**src/aics_pkg.sv**
```systemverilog
// Package of constants and types for the analog input conversion sequencer
// Notes on behaviour
// - Sector match flag high from first word to digit time six of second.
// - Drum write enable flag is high throughout the whole second word.
// - Relay gate guard allows at most one closed relay of the set.
// - Relay select counter: five flip flops, each state one relay set.
// - Revolution counter gives a settling delay before sampling inputs.
// - Digit counter: five flip flops, digit times in plain binary.
// - Second word finishes conversion and shifts result serially to drum.
// - Sector counter flip flops decide when conversions take place.
// - Track eight head driven from serial result, gated by control.
// - Track holds 128 sectors, each a 17-bit word plus sign.
// - Extended word driver gives the lengthened conversion word time.
// - Sector compare driver compares current sector with target sector.
// - Sector track reader pulses resynchronise the digit counters.
package aics_pkg;
	localparam int AICS_SECTORS = 128;
	localparam int AICS_SECTOR_W = 7;
	localparam int AICS_WORD_BITS = 18;
	localparam int AICS_DIGIT_W = 5;
	localparam logic [4:0] AICS_DIGIT_LAST = 5'h11;
	localparam logic [4:0] AICS_DIGIT_SIX = 5'h06;
	localparam int AICS_RELAY_W = 5;
	localparam int AICS_REV_W = 4;
	localparam logic [3:0] AICS_SETTLE_REVS = 4'h3;
	localparam logic [4:0] AICS_DIGIT_RST = 5'h00;
	localparam int AICS_FIFO_DEPTH = 4;
	typedef enum logic [2:0] {
		AICS_IDLE,
		AICS_SETTLE,
		AICS_WAIT_SECTOR,
		AICS_FIRST_WORD,
		AICS_SECOND_WORD
	} aics_state_e;
endpackage

```
**src/aics_stream_if.sv**
```systemverilog
// Valid/ready word stream between sequencer and its buffer
`timescale 1ns/100ps
interface aics_stream_if #(parameter int WIDTH = 18);
	logic valid;
	logic ready;
	logic [WIDTH-1:0] data;
	modport src (output valid, output data, input ready);
	modport snk (input valid, input data, output ready);
endinterface

```
**src/aics_fifo.sv**
```systemverilog
// Small flip-flop FIFO with valid/ready on both sides
`timescale 1ns/100ps
module aics_fifo #(
	parameter int WIDTH = 18,
	parameter int DEPTH = 4
) (
	// Clock and control
	input wire logic clk_i,
	input wire logic srst_i,
	input wire logic ce_i,
	// Streams
	aics_stream_if.snk in_s,
	aics_stream_if.src out_s
);
	localparam int AW = $clog2(DEPTH);
	logic [WIDTH-1:0] mem [DEPTH];
	logic [AW-1:0] wptr;
	logic [AW-1:0] rptr;
	logic [AW:0] count;
	logic push;
	logic pop;

	assign in_s.ready = (count != AW'(0) + (AW+1)'(DEPTH)) && ce_i;
	assign out_s.valid = count != '0;
	assign out_s.data = mem[rptr];
	assign push = in_s.valid && in_s.ready;
	assign pop = out_s.valid && out_s.ready && ce_i;

	always_ff @(posedge clk_i)
	begin
		if (ce_i && push)
		begin
			mem[wptr] <= in_s.data;
		end
	end

	always_ff @(posedge clk_i)
	begin
		if (srst_i)
		begin
			wptr <= '0;
			rptr <= '0;
			count <= '0;
		end
		else if (ce_i)
		begin
			if (push)
				wptr <= AW'(wptr + 1'b1);
			if (pop)
				rptr <= AW'(rptr + 1'b1);
			count <= (AW+1)'(count + push - pop);
		end
	end
endmodule

```
**src/aics_sequencer.sv**
```systemverilog
// Analog input conversion sequencer: relay, settle, sector and drum write
`timescale 1ns/100ps
module aics_sequencer
	import aics_pkg::*;
(
	// Clock and control
	input wire logic clk_i,
	input wire logic srst_i,
	input wire logic ce_i,
	// Drum timing
	input wire logic digit_strobe_i,
	input wire logic sector_track_reader_i,
	input wire logic revolution_mark_i,
	// Request
	input wire logic start_i,
	input wire logic [aics_pkg::AICS_RELAY_W-1:0] relay_set_i,
	input wire logic [aics_pkg::AICS_SECTOR_W-1:0] target_sector_i,
	output logic busy_o,
	// Converter
	input wire logic convert_bit_i,
	output logic [aics_pkg::AICS_RELAY_W-1:0] relay_select_counter_o,
	output logic relay_gate_guard_o,
	output logic sector_match_flag_o,
	output logic drum_write_enable_flag_o,
	output logic extended_word_driver_o,
	output logic sector_compare_driver_o,
	output logic [aics_pkg::AICS_DIGIT_W-1:0] conversion_digit_counter_o,
	output logic [aics_pkg::AICS_SECTOR_W-1:0] sector_count_o,
	// Track eight write head
	output logic converted_word_write_circuit_o,
	// Converted word stream
	output logic word_valid_o,
	input wire logic word_ready_i,
	output logic [aics_pkg::AICS_WORD_BITS-1:0] word_data_o
);
	import aics_pkg::*;

	aics_state_e state;
	logic [AICS_RELAY_W-1:0] relay_select_counter;
	logic [AICS_REV_W-1:0] settle_revolution_counter;
	logic [AICS_DIGIT_W-1:0] conversion_digit_counter;
	logic [AICS_SECTOR_W-1:0] sector_count;
	logic [AICS_SECTOR_W-1:0] target;
	logic [AICS_WORD_BITS-1:0] shift_word;
	logic sector_match_flag;
	logic drum_write_enable_flag;
	logic relay_gate_guard;
	logic write_bit;
	logic word_end;
	logic sector_hit;
	logic fifo_ready;

	aics_stream_if #(.WIDTH(AICS_WORD_BITS)) fill_s ();
	aics_stream_if #(.WIDTH(AICS_WORD_BITS)) drain_s ();

	// Word ends on last digit of an 18-digit sector
	assign word_end = digit_strobe_i
		&& conversion_digit_counter == AICS_DIGIT_LAST;
	assign sector_hit = sector_count == target;

	// Digit counter, binary, realigned by sector track pulses
	always_ff @(posedge clk_i)
	begin
		if (srst_i)
			conversion_digit_counter <= AICS_DIGIT_RST;
		else if (ce_i)
		begin
			if (sector_track_reader_i)
				conversion_digit_counter <= AICS_DIGIT_RST;
			else if (word_end)
				conversion_digit_counter <= AICS_DIGIT_RST;
			else if (digit_strobe_i)
				conversion_digit_counter <= AICS_DIGIT_W'(
					conversion_digit_counter + 1'b1);
		end
	end

	// Sector counter wraps at 128 per revolution
	always_ff @(posedge clk_i)
	begin
		if (srst_i)
			sector_count <= '0;
		else if (ce_i)
		begin
			if (revolution_mark_i)
				sector_count <= '0;
			else if (word_end)
				sector_count <= AICS_SECTOR_W'(sector_count + 1'b1);
		end
	end

	// Sequence control
	always_ff @(posedge clk_i)
	begin
		if (srst_i)
		begin
			state <= AICS_IDLE;
			relay_select_counter <= '0;
			settle_revolution_counter <= '0;
			target <= '0;
			relay_gate_guard <= 1'b0;
		end
		else if (ce_i)
		begin
			case (state)
			AICS_IDLE:
			begin
				if (start_i)
				begin
					// Guard drops first, so no second relay closes
					relay_gate_guard <= 1'b0;
					relay_select_counter <= relay_set_i;
					target <= target_sector_i;
					settle_revolution_counter <= '0;
					state <= AICS_SETTLE;
				end
			end
			AICS_SETTLE:
			begin
				relay_gate_guard <= 1'b1;
				if (revolution_mark_i)
				begin
					settle_revolution_counter <= AICS_REV_W'(
						settle_revolution_counter + 1'b1);
					if (settle_revolution_counter + 1'b1 >= AICS_SETTLE_REVS)
						state <= AICS_WAIT_SECTOR;
				end
			end
			AICS_WAIT_SECTOR:
			begin
				if (word_end && sector_hit)
					state <= AICS_FIRST_WORD;
			end
			AICS_FIRST_WORD:
			begin
				if (word_end)
					state <= AICS_SECOND_WORD;
			end
			AICS_SECOND_WORD:
			begin
				// Hold until buffer accepts, so no word is dropped
				if (word_end && fifo_ready)
				begin
					state <= AICS_IDLE;
					relay_gate_guard <= 1'b0;
				end
			end
			default:
				state <= AICS_IDLE;
			endcase
		end
	end

	// Flags follow the sequence
	always_ff @(posedge clk_i)
	begin
		if (srst_i)
		begin
			sector_match_flag <= 1'b0;
			drum_write_enable_flag <= 1'b0;
		end
		else if (ce_i)
		begin
			if (state == AICS_WAIT_SECTOR && word_end && sector_hit)
				sector_match_flag <= 1'b1;
			else if (state == AICS_SECOND_WORD && digit_strobe_i
				&& conversion_digit_counter == AICS_DIGIT_SIX)
				sector_match_flag <= 1'b0;
			if (state == AICS_FIRST_WORD && word_end)
				drum_write_enable_flag <= 1'b1;
			else if (state == AICS_SECOND_WORD && word_end && fifo_ready)
				drum_write_enable_flag <= 1'b0;
		end
	end

	// Serial result shift and track eight write bit
	always_ff @(posedge clk_i)
	begin
		if (srst_i)
		begin
			shift_word <= '0;
			write_bit <= 1'b0;
		end
		else if (ce_i && digit_strobe_i)
		begin
			if (drum_write_enable_flag)
			begin
				shift_word <= {convert_bit_i,
					shift_word[AICS_WORD_BITS-1:1]};
				write_bit <= convert_bit_i;
			end
			else
				write_bit <= 1'b0;
		end
	end

	assign fill_s.valid = state == AICS_SECOND_WORD && word_end;
	assign fill_s.data = {convert_bit_i, shift_word[AICS_WORD_BITS-1:1]};
	assign fifo_ready = fill_s.ready;
	assign drain_s.ready = word_ready_i;

	aics_fifo #(.WIDTH(AICS_WORD_BITS), .DEPTH(AICS_FIFO_DEPTH)) u_fifo (
		.clk_i(clk_i),
		.srst_i(srst_i),
		.ce_i(ce_i),
		.in_s(fill_s),
		.out_s(drain_s)
	);

	assign word_valid_o = drain_s.valid;
	assign word_data_o = drain_s.data;
	assign busy_o = state != AICS_IDLE;
	assign relay_select_counter_o = relay_select_counter;
	assign relay_gate_guard_o = relay_gate_guard;
	assign sector_match_flag_o = sector_match_flag;
	assign drum_write_enable_flag_o = drum_write_enable_flag;
	assign extended_word_driver_o = sector_match_flag
		| drum_write_enable_flag;
	assign sector_compare_driver_o = sector_hit && state == AICS_WAIT_SECTOR;
	assign conversion_digit_counter_o = conversion_digit_counter;
	assign sector_count_o = sector_count;
	// Loads only under the write flag; a digit late, so bit 17 is not lost
	assign converted_word_write_circuit_o = write_bit;
endmodule

```
**config.mk**
```make
export PLATFORM = sky130hd
export DESIGN_NAME = aics_sequencer
export DESIGN_NICKNAME = d
export VERILOG_FILES = /design/src/aics_pkg.sv /design/src/aics_stream_if.sv /design/src/aics_fifo.sv /design/src/aics_sequencer.sv
export SDC_FILE = /design/constraint.sdc
export NUM_CORES = 1
export LEC_CHECK = 0
export ABC_AREA = 1
export BUFFER_PORTS_ARGS = -buffer_cell sky130_fd_sc_hd__buf_2
export CAP_MARGIN = 40
export CORE_ASPECT_RATIO = 0.9
export CORE_MARGIN = 4
export CORE_UTILIZATION = 30
export DETAILED_ROUTE_END_ITERATION = 16
export PLACE_DENSITY = 0.44
export SLEW_MARGIN = 20
export SYNTH_ARGS = -nofsm -noshare
export SYNTH_HDL_FRONTEND = slang
export SYNTH_HIERARCHICAL = 1
export SYNTH_SLANG_ARGS = --single-unit
```
**constraint.sdc**
```tcl
create_clock -name clk_i -period 2.38 [get_ports clk_i]
set_input_delay 0.238 -clock clk_i [delete_from_list [all_inputs] [get_ports clk_i]]
set_output_delay 0.238 -clock clk_i [all_outputs]
set_load 0.01 [all_outputs]
```
# After elaboration in Yosys (flattened, before gate mapping)
# Memories as Yosys holds them, arrays and structs flattened. A register that Yosys moved wholly into a read port is not among the register bits.
# Index checks and enable logic that the tools add are counted.
word_totals:
  reg_bits: 60
  ram_bits: 72
  output_inout_bits: 43
  elab_cells: 101
  mem_count: 1
op_classes:
  add_sub_neg: 7
  magnitude_cmp: 1
  n_eq_ne: 14
  muxes: 27
  bitwise: 1
  n_reduce_logical: 36
memory_table:
  columns: ["memory", "words", "word_bits", "read_ports", "rd_clocked_by_memory_dff", "wr", "line", "rtl"]
  rows:
  - ["u_fifo.mem", 4, 18, 1, 1, 1, "aics_fifo.sv:16", "logic [WIDTH-1:0] mem [DEPTH];"]
ops:
  columns: ["operator", "n"]
  rows:
  - ["3-bit two-way mux", 6]
  - ["1-bit logical AND", 16]
  - ["5-bit two-way mux", 3]
  - ["3-bit one-hot mux with 5 select lines", 1]
  - ["7-bit two-way mux", 2]
  - ["2-bit AND reduction", 7]
  - ["2-bit inequality test (second input constant)", 6]
  - ["3-bit nonzero test", 4]
  - ["1-bit two-way mux", 9]
  - ["4-bit two-way mux", 2]
  - ["4-bit one-hot mux with 2 select lines", 1]
  - ["4-bit AND reduction", 2]
  - ["2-bit nonzero test", 4]
  - ["7-bit by 1-bit adder with 7-bit output (second input constant)", 1]
  - ["7-bit equality test", 1]
  - ["7-bit AND reduction", 1]
  - ["3-bit by 2-bit equality test with 1-bit output (second input constant)", 2]
  - ["5-bit by 1-bit adder with 5-bit output (second input constant)", 1]
  - ["5-bit by 3-bit equality test with 1-bit output (second input constant)", 1]
  - ["5-bit equality test (second input constant)", 1]
  - ["2-bit by 1-bit adder with 2-bit output (second input constant)", 2]
  - ["4-bit by 1-bit adder with 4-bit output (second input constant)", 1]
  - ["4-bit by 2-bit >= comparator with 1-bit output (second input constant)", 1]
  - ["2-bit two-way mux", 2]
  - ["9 further kinds", 9]

# Longest topological paths before layout
# Gate-level depths: netlist (run 1).
depth:
  ltp_word: 7
  ltp_mapped: 17

# Modules after synthesis
# The synthesis (run 1) kept the hierarchy.
modules_own_cells:
  columns: ["mod", "instances", "cells_each", "area_per_inst_um2"]
  rows:
  - ["aics_fifo", 1, 250, 3268.1]
  - ["aics_sequencer", 1, 327, 2402.3]

# Worst setup path after synthesis (run 1)
# No wires, ideal clock.
synth_timing:
  path_type: "reg-to-reg"
  from: "register conversion_digit_counter[0], in the netlist conversion_digit_counter_o[0]"
  to: "register u_fifo.count[2]"
  setup_ns: 0.115
  t_arrival_ns: 2.392
  t_required_ns: 2.265
  path_slack_ns: -0.127
  path_stages_with_launch: 16
  path_buffers: 0
  cell_sequence: "dfxtp_1 -> ha_1 -> nand3_2 -> nor2_4 -> inv_1 -> nor2_1 -> nand3_4 -> ha_1 -> inv_1 -> ha_1 -> inv_1 -> fa_1 -> nor2_1 -> nor2_1 -> a21oi_1 -> nor2_1"
synth_via:
  elab_chain_len: 6
synth_lines:
  columns: ["element", "line", "rtl"]
  rows:
  - ["start: declaration", "aics_sequencer.sv:41", "logic [AICS_DIGIT_W-1:0] conversion_digit_counter;"]
  - ["start signal: assignment", "aics_sequencer.sv:73", "conversion_digit_counter <= AICS_DIGIT_W'("]
  - ["5-bit equality test", "aics_sequencer.sv:58", "&& conversion_digit_counter == AICS_DIGIT_LAST;"]
  - ["1-bit logical AND", "aics_sequencer.sv:58", null]
  - ["1-bit logical AND", "aics_sequencer.sv:197", "assign fill_s.valid = state == AICS_SECOND_WORD && word_end;"]
  - ["net fill_s.valid", "aics_stream_if.sv:4", "logic valid;"]
  - ["1-bit logical AND", "aics_fifo.sv:26", "assign push = in_s.valid && in_s.ready;"]
  - ["3-bit by 1-bit adder with 3-bit output", "aics_fifo.sv:51", "count <= (AW+1)'(count + push - pop);"]
  - ["3-bit by 1-bit subtractor with 3-bit output", "aics_fifo.sv:51", null]
  - ["end signal: assignment", "aics_fifo.sv:51", null]
  - ["end: declaration", "aics_fifo.sv:19", "logic [AW:0] count;"]
# The timed path passes the listed nets, and every way through them passes these cells.
# A chain may end at the register's enable or synchronous reset.

# Final worst setup path (run 1)
layout_timing:
  from: "register conversion_digit_counter[1], in the netlist conversion_digit_counter_o[1]"
  to: "register u_fifo.count[2]"
# The elaborated chain is that of the path after synthesis.

==> impl_metrics.ini, run 1 <==
[pwr]
swShare = 0.249
p_sw_w = 0.00136
peakVddDrop_mv = 0.499
cellPowerDensity_nw_per_um2 = 779
p_int_w = 0.00409
p_total_w = 0.00545
pwr-share-comb = 0.084
sequentialPowerShare = 0.456
p_clk_frac = 0.460
p_leak_nw = 2.79

[timing]
clock-skew-final_ns = 0.00837
fin_ws_ns = 0.149
post-route-period-util = 0.937
timing.hold.ws_ns = 0.0703
setup_viol_count_final = 0
report.final.slew_viol_count = 0
hold_viol_final = 0
max_freq_ghz = 0.448
max-slew-margin-rel = 0.650
rsz0062_at_grt = no
fin_crit_ns = 2.23
worst_pin_slew_ns = 0.525

[placement]
place_ws_ns = -0.00225
gp_congestion = 0.801
dpl.hpwl_mm = 8.77
postPlaceCellArea_um2 = 6360
port_buffers = 63

[yosys]
yosys_warnings = 6
synthTopCellsByArea = edfxtp_1 (38%), dfxtp_1 (22%), nor2_1 (4.9%)
avgSynthCellArea_um2 = 9.83
yosysTopAreaCell = edfxtp_1
netlist_instances = 577
ys_seq_area_frac = 0.597
syn_area_um2 = 5670
synth-seq-cells = 133
synth-edff-count = 72
synth.distinct_cells = 39
synthArstFlopShare = 0
synth-main-ff-cell = edfxtp_1
syn-num-nets = 611
netlist.area_leader.share = 0.381

[critical_path]
crit_type = reg2reg
worstPathArrival_ns = 2.54
crit_path_end_kind = flip-flop
cp_data_required_time_ns = 2.69
timing.rr.start = conversion_digit_counter_o[1]
r2r-end = u_fifo/count[2]
reg2regPathDepth = 16
cp_max_fo = 2
rrSetupSlack_ns = 0.15
critPathLaunchType = flip-flop

[routing]
routed_wirelength_mm = 13.0
drc = 0
routed_via_density = 4.58
first_iter_violations = 156
ant_nets = 0
dr_total_vias = 4215
wl_per_cell_um = 14.1
firstDrtPassIters = 4

[global_route]
grt_max_degree = 37
grt_pass1_wl_mm = 21.0
antenna_found_initial = 0
grt_usage = 0.125
grt_pass1_vias = 3974
overflow = 0

[min_path]
min_path_cells = 1
hold-path-endpoint = u_fifo/mem[0][17]
holdCritStartpoint = convert_bit_i
hold_class = in2reg

[clocking]
cts.clk_slew.worst_paths_ns = 0.06
root_buffer = clkbuf_16
cts_hold_buf = 0
clk-insertion-delay-late_ns = 0.42
cts_tree = built
cts.sinks = 133
h-tree-depth = 4
clockBufferDepth = 2
cts_buffers = 17

[layout]
final_cell_mix = edfxtp_1 (72), nor2_1 (71), nand2_1 (68)
register_area_um2 = 3390
multiInputGateArea_um2 = 1960
antenna_cells = 0
layout_commonest_cell = edfxtp_1
drive_gt1_frac = 0.234
finalNetCount = 697
final_cell_area_um2 = 6990
syn_to_final_growth_pct = 23.3
n_fill_cell = 1901

[job]
maxCapViolCount = 0

[die]
die_w_um = 153
fp.dieH_um = 138
fp.coreArea_um2 = 18500
die_area_um2 = 21200
ios = 64
rows = 47
start_util = 0.307

[status]
status = complete, no violations
## worst max path at each step
stage          cells after the start  slack, ns              end                           from
2_1_floorplan                     16       0.02  u_fifo/count[2]  conversion_digit_counter_o[1]
3_3_place_gp                      16       0.05  u_fifo/count[2]  conversion_digit_counter_o[1]
3_5_place_dp                      16     -0.002  u_fifo/count[2]  conversion_digit_counter_o[1]
5_1_grt                           16     0.0008  u_fifo/count[2]  conversion_digit_counter_o[1]
6_report                          16       0.15  u_fifo/count[2]  conversion_digit_counter_o[1]
4_1_cts                           16       0.02  u_fifo/count[2]  conversion_digit_counter_o[1]
## registers in the layout, summed over array words and instances, names as in the netlist, 3 cells and up, named ones only
register	flops
u_fifo/count	3
u_fifo/mem	72
sector_count_o	7
state	3
target	7
relay_select_counter_o	5
conversion_digit_counter_o	5
settle_revolution_counter	4
shift_word	17
## synthesized netlist by cell type, types with 2 or more instances
| cell | count |
|---|---|
| nor2_1 | 74 |
| edfxtp_1 | 72 |
| nand2_1 | 68 |
| dfxtp_1 | 61 |
| inv_1 | 56 |
| o21ai_0 | 54 |
| a21oi_1 | 49 |
| nand3_1 | 34 |
| o22ai_1 | 19 |
| ha_1 | 12 |
| nand4_1 | 7 |
| buf_2 | 6 |
| buf_4 | 6 |
| clkbuf_1 | 6 |
| xnor2_1 | 6 |
| nand2_4 | 5 |
| o21ai_1 | 5 |
| buf_6 | 4 |
| nor2_4 | 4 |
| xor2_1 | 4 |
| inv_2 | 3 |
| nand2_2 | 2 |
| nor3_1 | 2 |
| o31ai_1 | 2 |
| or2_2 | 2 |
## metal layers
layer | vias up | global-route usage | part of all wire
li1 | 2146 | - | -
met1 | 1973 | 0.162 | 0.49
met4 | 0 | 0.0380 | 0.011
met3 | 12 | 0.0434 | 0.047
met2 | 84 | 0.197 | 0.46
met5 | - | 0 | 0
## per-stage QoR
stage	setup TNS, ns	instances	utilization
after floorplan	0	577	-
after global placement	0	888	0.345
after detailed placement	-0.00225	888	0.345
after CTS	0	921	0.376
after global routing	0	921	0.379
final	0	921	0.379
## what timing repair did
| action | 4_1_cts | 5_1_grt |
|---|---|---|
| buffers inserted | 1 | 0 |
| gates cloned | 0 | 0 |
| gates resized for setup | 2 | 10 |
| setup endpoints to repair | 1 | 1 |
| pin swaps | 3 | 11 |
## worst max-delay path, cell delays in order (launching register included)
cell	delay, ns
dfxtp_2	0.32
inv_2	0.07
ha_4	0.14
nand3_4	0.06
nor2_4	0.13
inv_2	0.06
nor2_4	0.11
nand3_4	0.09
ha_4	0.24
inv_2	0.06
ha_4	0.12
inv_2	0.03
fa_2	0.36
nor2_2	0.08
nor2_1	0.06
a21oi_1	0.15
nor2_1	0.06
## power groups by stage
stage               Combinational (W)  Clock (W)  Sequential [W]
finish                       0.000458    0.00250         0.00248
detailed placement           0.000458          0         0.00253
global route                 0.000528    0.00266         0.00249
floorplan                    0.000312          0         0.00253
CTS                          0.000460    0.00256         0.00248
global placement             0.000453          0         0.00253
## area by class of cell
type | instances | area share
inverters | 62 | 0.0346
clock inverters | 13 | 0.0175
flip-flops and latches | 133 | 0.484
repair buffers | 90 | 0.0759
multi-input cells | 359 | 0.280
well taps | 245 | 0.0439
clock buffers | 19 | 0.0634
## kinds of logic after synthesis
group           synth area share
simple gates               0.166
flops                      0.597
compound gates             0.124
buf+inv                   0.0684
fa+ha+maj                 0.0300
xor+xnor                  0.0154
No activity file was read; power rests on OpenSTA's default activity.
==> run 2: changes to the inputs <==
--- a/config.mk
+++ b/config.mk
@@ -8,7 +8,7 @@
 export ABC_AREA = 1
 export BUFFER_PORTS_ARGS = -buffer_cell sky130_fd_sc_hd__buf_2
 export CAP_MARGIN = 40
-export CORE_ASPECT_RATIO = 0.9
+export CORE_ASPECT_RATIO = 0.8
 export CORE_MARGIN = 4
 export CORE_UTILIZATION = 30
 export DETAILED_ROUTE_END_ITERATION = 16
==> constraint.sdc (replaced) <==
create_clock -name clk_i -period 2.38 [get_ports clk_i]
set_input_delay 0 -clock clk_i [delete_from_list [all_inputs] [get_ports clk_i]]
set_output_delay 0 -clock clk_i [all_outputs]
set_load 0.01 [all_outputs]
==> impl_metrics.ini, run 2 (synthesis gave the netlist of run 1 again) <==
[layout]
multiInputGateArea_um2 = 1960
drive_gt1_frac = 0.224
largest_register_ffs = 72
syn_to_final_growth_pct = 26.2
antenna_cells = 0
final_cell_mix = edfxtp_1 (72), nor2_1 (70), nand2_1 (68)
n_fill_cell = 1822
largestRegisters = u_fifo/mem (72), shift_word (17)
finalNetCount = 709
register_area_um2 = 3390
layout_commonest_cell = edfxtp_1
top_register = u_fifo/mem

[global_route]
grt_pass1_vias = 4164
antenna_found_initial = 0
overflow = 0
grt_usage = 0.133
grt_max_degree = 37
grt_pass1_wl_mm = 21.9

[min_path]
hold_class = in2reg

[placement]
port_buffers = 63
gp_congestion = 0.809
dpl.hpwl_mm = 8.50

[timing]
fin_crit_ns = 2.26
max_freq_ghz = 0.442
timing.hold.ws_ns = 0.0289
setup_viol_count_final = 0
report.final.slew_viol_count = 0
worst_pin_slew_ns = 0.478
clock-skew-final_ns = 0.00866
fin_tns_setup_ns = 0
post-route-period-util = 0.951
max-slew-margin-rel = 0.678
hold_viol_final = 0

[routing]
dr_total_vias = 4245
drc = 0
firstDrtPassIters = 4
wl_per_cell_um = 14.2
first_iter_violations = 124
ant_nets = 0
routed_via_density = 4.51
routed_wirelength_mm = 13.4

[clocking]
cts_tree = built
root_buffer = clkbuf_16
clockBufferDepth = 2
cts.sinks = 133
clk-insertion-delay-late_ns = 0.42
h-tree-depth = 4
cts.clk_slew.worst_paths_ns = 0.06
cts_buffers = 17

[status]
status = complete, no violations

[die]
fp.coreArea_um2 = 18300
ios = 64
start_util = 0.309
die_w_um = 162
fp.dieH_um = 131
rows = 44
die_area_um2 = 21200

[critical_path]
crit_type = reg2reg
critPathLaunchType = flip-flop
cp_max_fo = 3
cp_data_required_time_ns = 2.69
worstPathArrival_ns = 2.57
crit_path_end_kind = flip-flop

[pwr]
p_leak_nw = 2.82
cellPowerDensity_nw_per_um2 = 761
peakVddDrop_mv = 0.498

[job]
maxCapViolCount = 0
-- run 2: cell types whose count changed in the layout (fill, tap and decap cells not counted), sizes merged --
cell	previous run	this run
bufinv	1	0
clkinv	8	4
inv	65	68
clkinvlp	1	5
clkbuf	19	17
dlygate4sd3	0	18
buf	90	84
-- run 2: through the flow --
stage	cell area [µm²]	total power (W)	cells	util	worst slack (ns)
global placement	6350	0.00298	890	0.347	0.0561
global route	7160	0.00571	941	0.390	-0.0160
floorplan	5680	0.00284	577	-	0.0222
finish	7160	0.00545	941	0.390	0.117
CTS	7100	0.00553	940	0.388	0.000681
detailed placement	6350	0.00299	890	0.347	-0.0389
-- run 2: layer usage --
| layer | up-vias | part of all wire | track usage |
|---|---|---|---|
| met4 | 0 | 0.0082 | 0.0388 |
| met3 | 10 | 0.046 | 0.0392 |
| met2 | 81 | 0.45 | 0.213 |
| met5 | - | 0 | 0 |
| li1 | 2166 | - | - |
| met1 | 1988 | 0.50 | 0.176 |
-- run 2: critical path: stages, from the launching register on --
cell,delay (ns)
dfxtp_2,0.32
inv_2,0.07
ha_4,0.13
nand3_4,0.06
nor2_4,0.12
inv_2,0.06
nor2_4,0.13
nand3_4,0.09
ha_4,0.21
inv_1,0.06
ha_2,0.17
inv_2,0.04
fa_2,0.36
nor2_2,0.10
nor2_2,0.05
a21oi_2,0.12
nor2_1,0.05
-- run 2: area by class of cell --
cell class	instances	share of cell area
clock buffers	17	0.0595
clock inverters	15	0.0196
inverters	62	0.0337
multi-input cells	359	0.273
flip-flops and latches	133	0.473
well taps	253	0.0442
repair buffers	102	0.0965
-- run 2: worst paths after layout --
kind / cells after the start / end / slack [ns] / startpoint
max: 16 / u_fifo/count[2] / 0.12 / conversion_digit_counter_o[1]
min: 2 / shift_word[1] / 0.03 / srst_i
max reg2reg: 16 / u_fifo/count[2] / 0.12 / conversion_digit_counter_o[1]
min reg2reg: 2 / relay_select_counter_o[2] / 0.45 / relay_select_counter_o[2]
-- run 2: timing repair --
action | in CTS | in global routing
hold buffers | 18 | 0
gates resized for setup | 3 | 9
endpoints found under the hold margin | 32 | 0
setup buffers | 0 | 1
setup endpoints to repair | 1 | 1
pin swaps | 5 | 6
-- run 2: report_power, final --
part	total [W]	switching (W)	internal, W
Sequential	0.00248	0.0000411	0.00244
Combinational	0.000485	0.000301	0.000185
Clock	0.00248	0.00110	0.00138
Total	0.00545	0.00144	0.00400
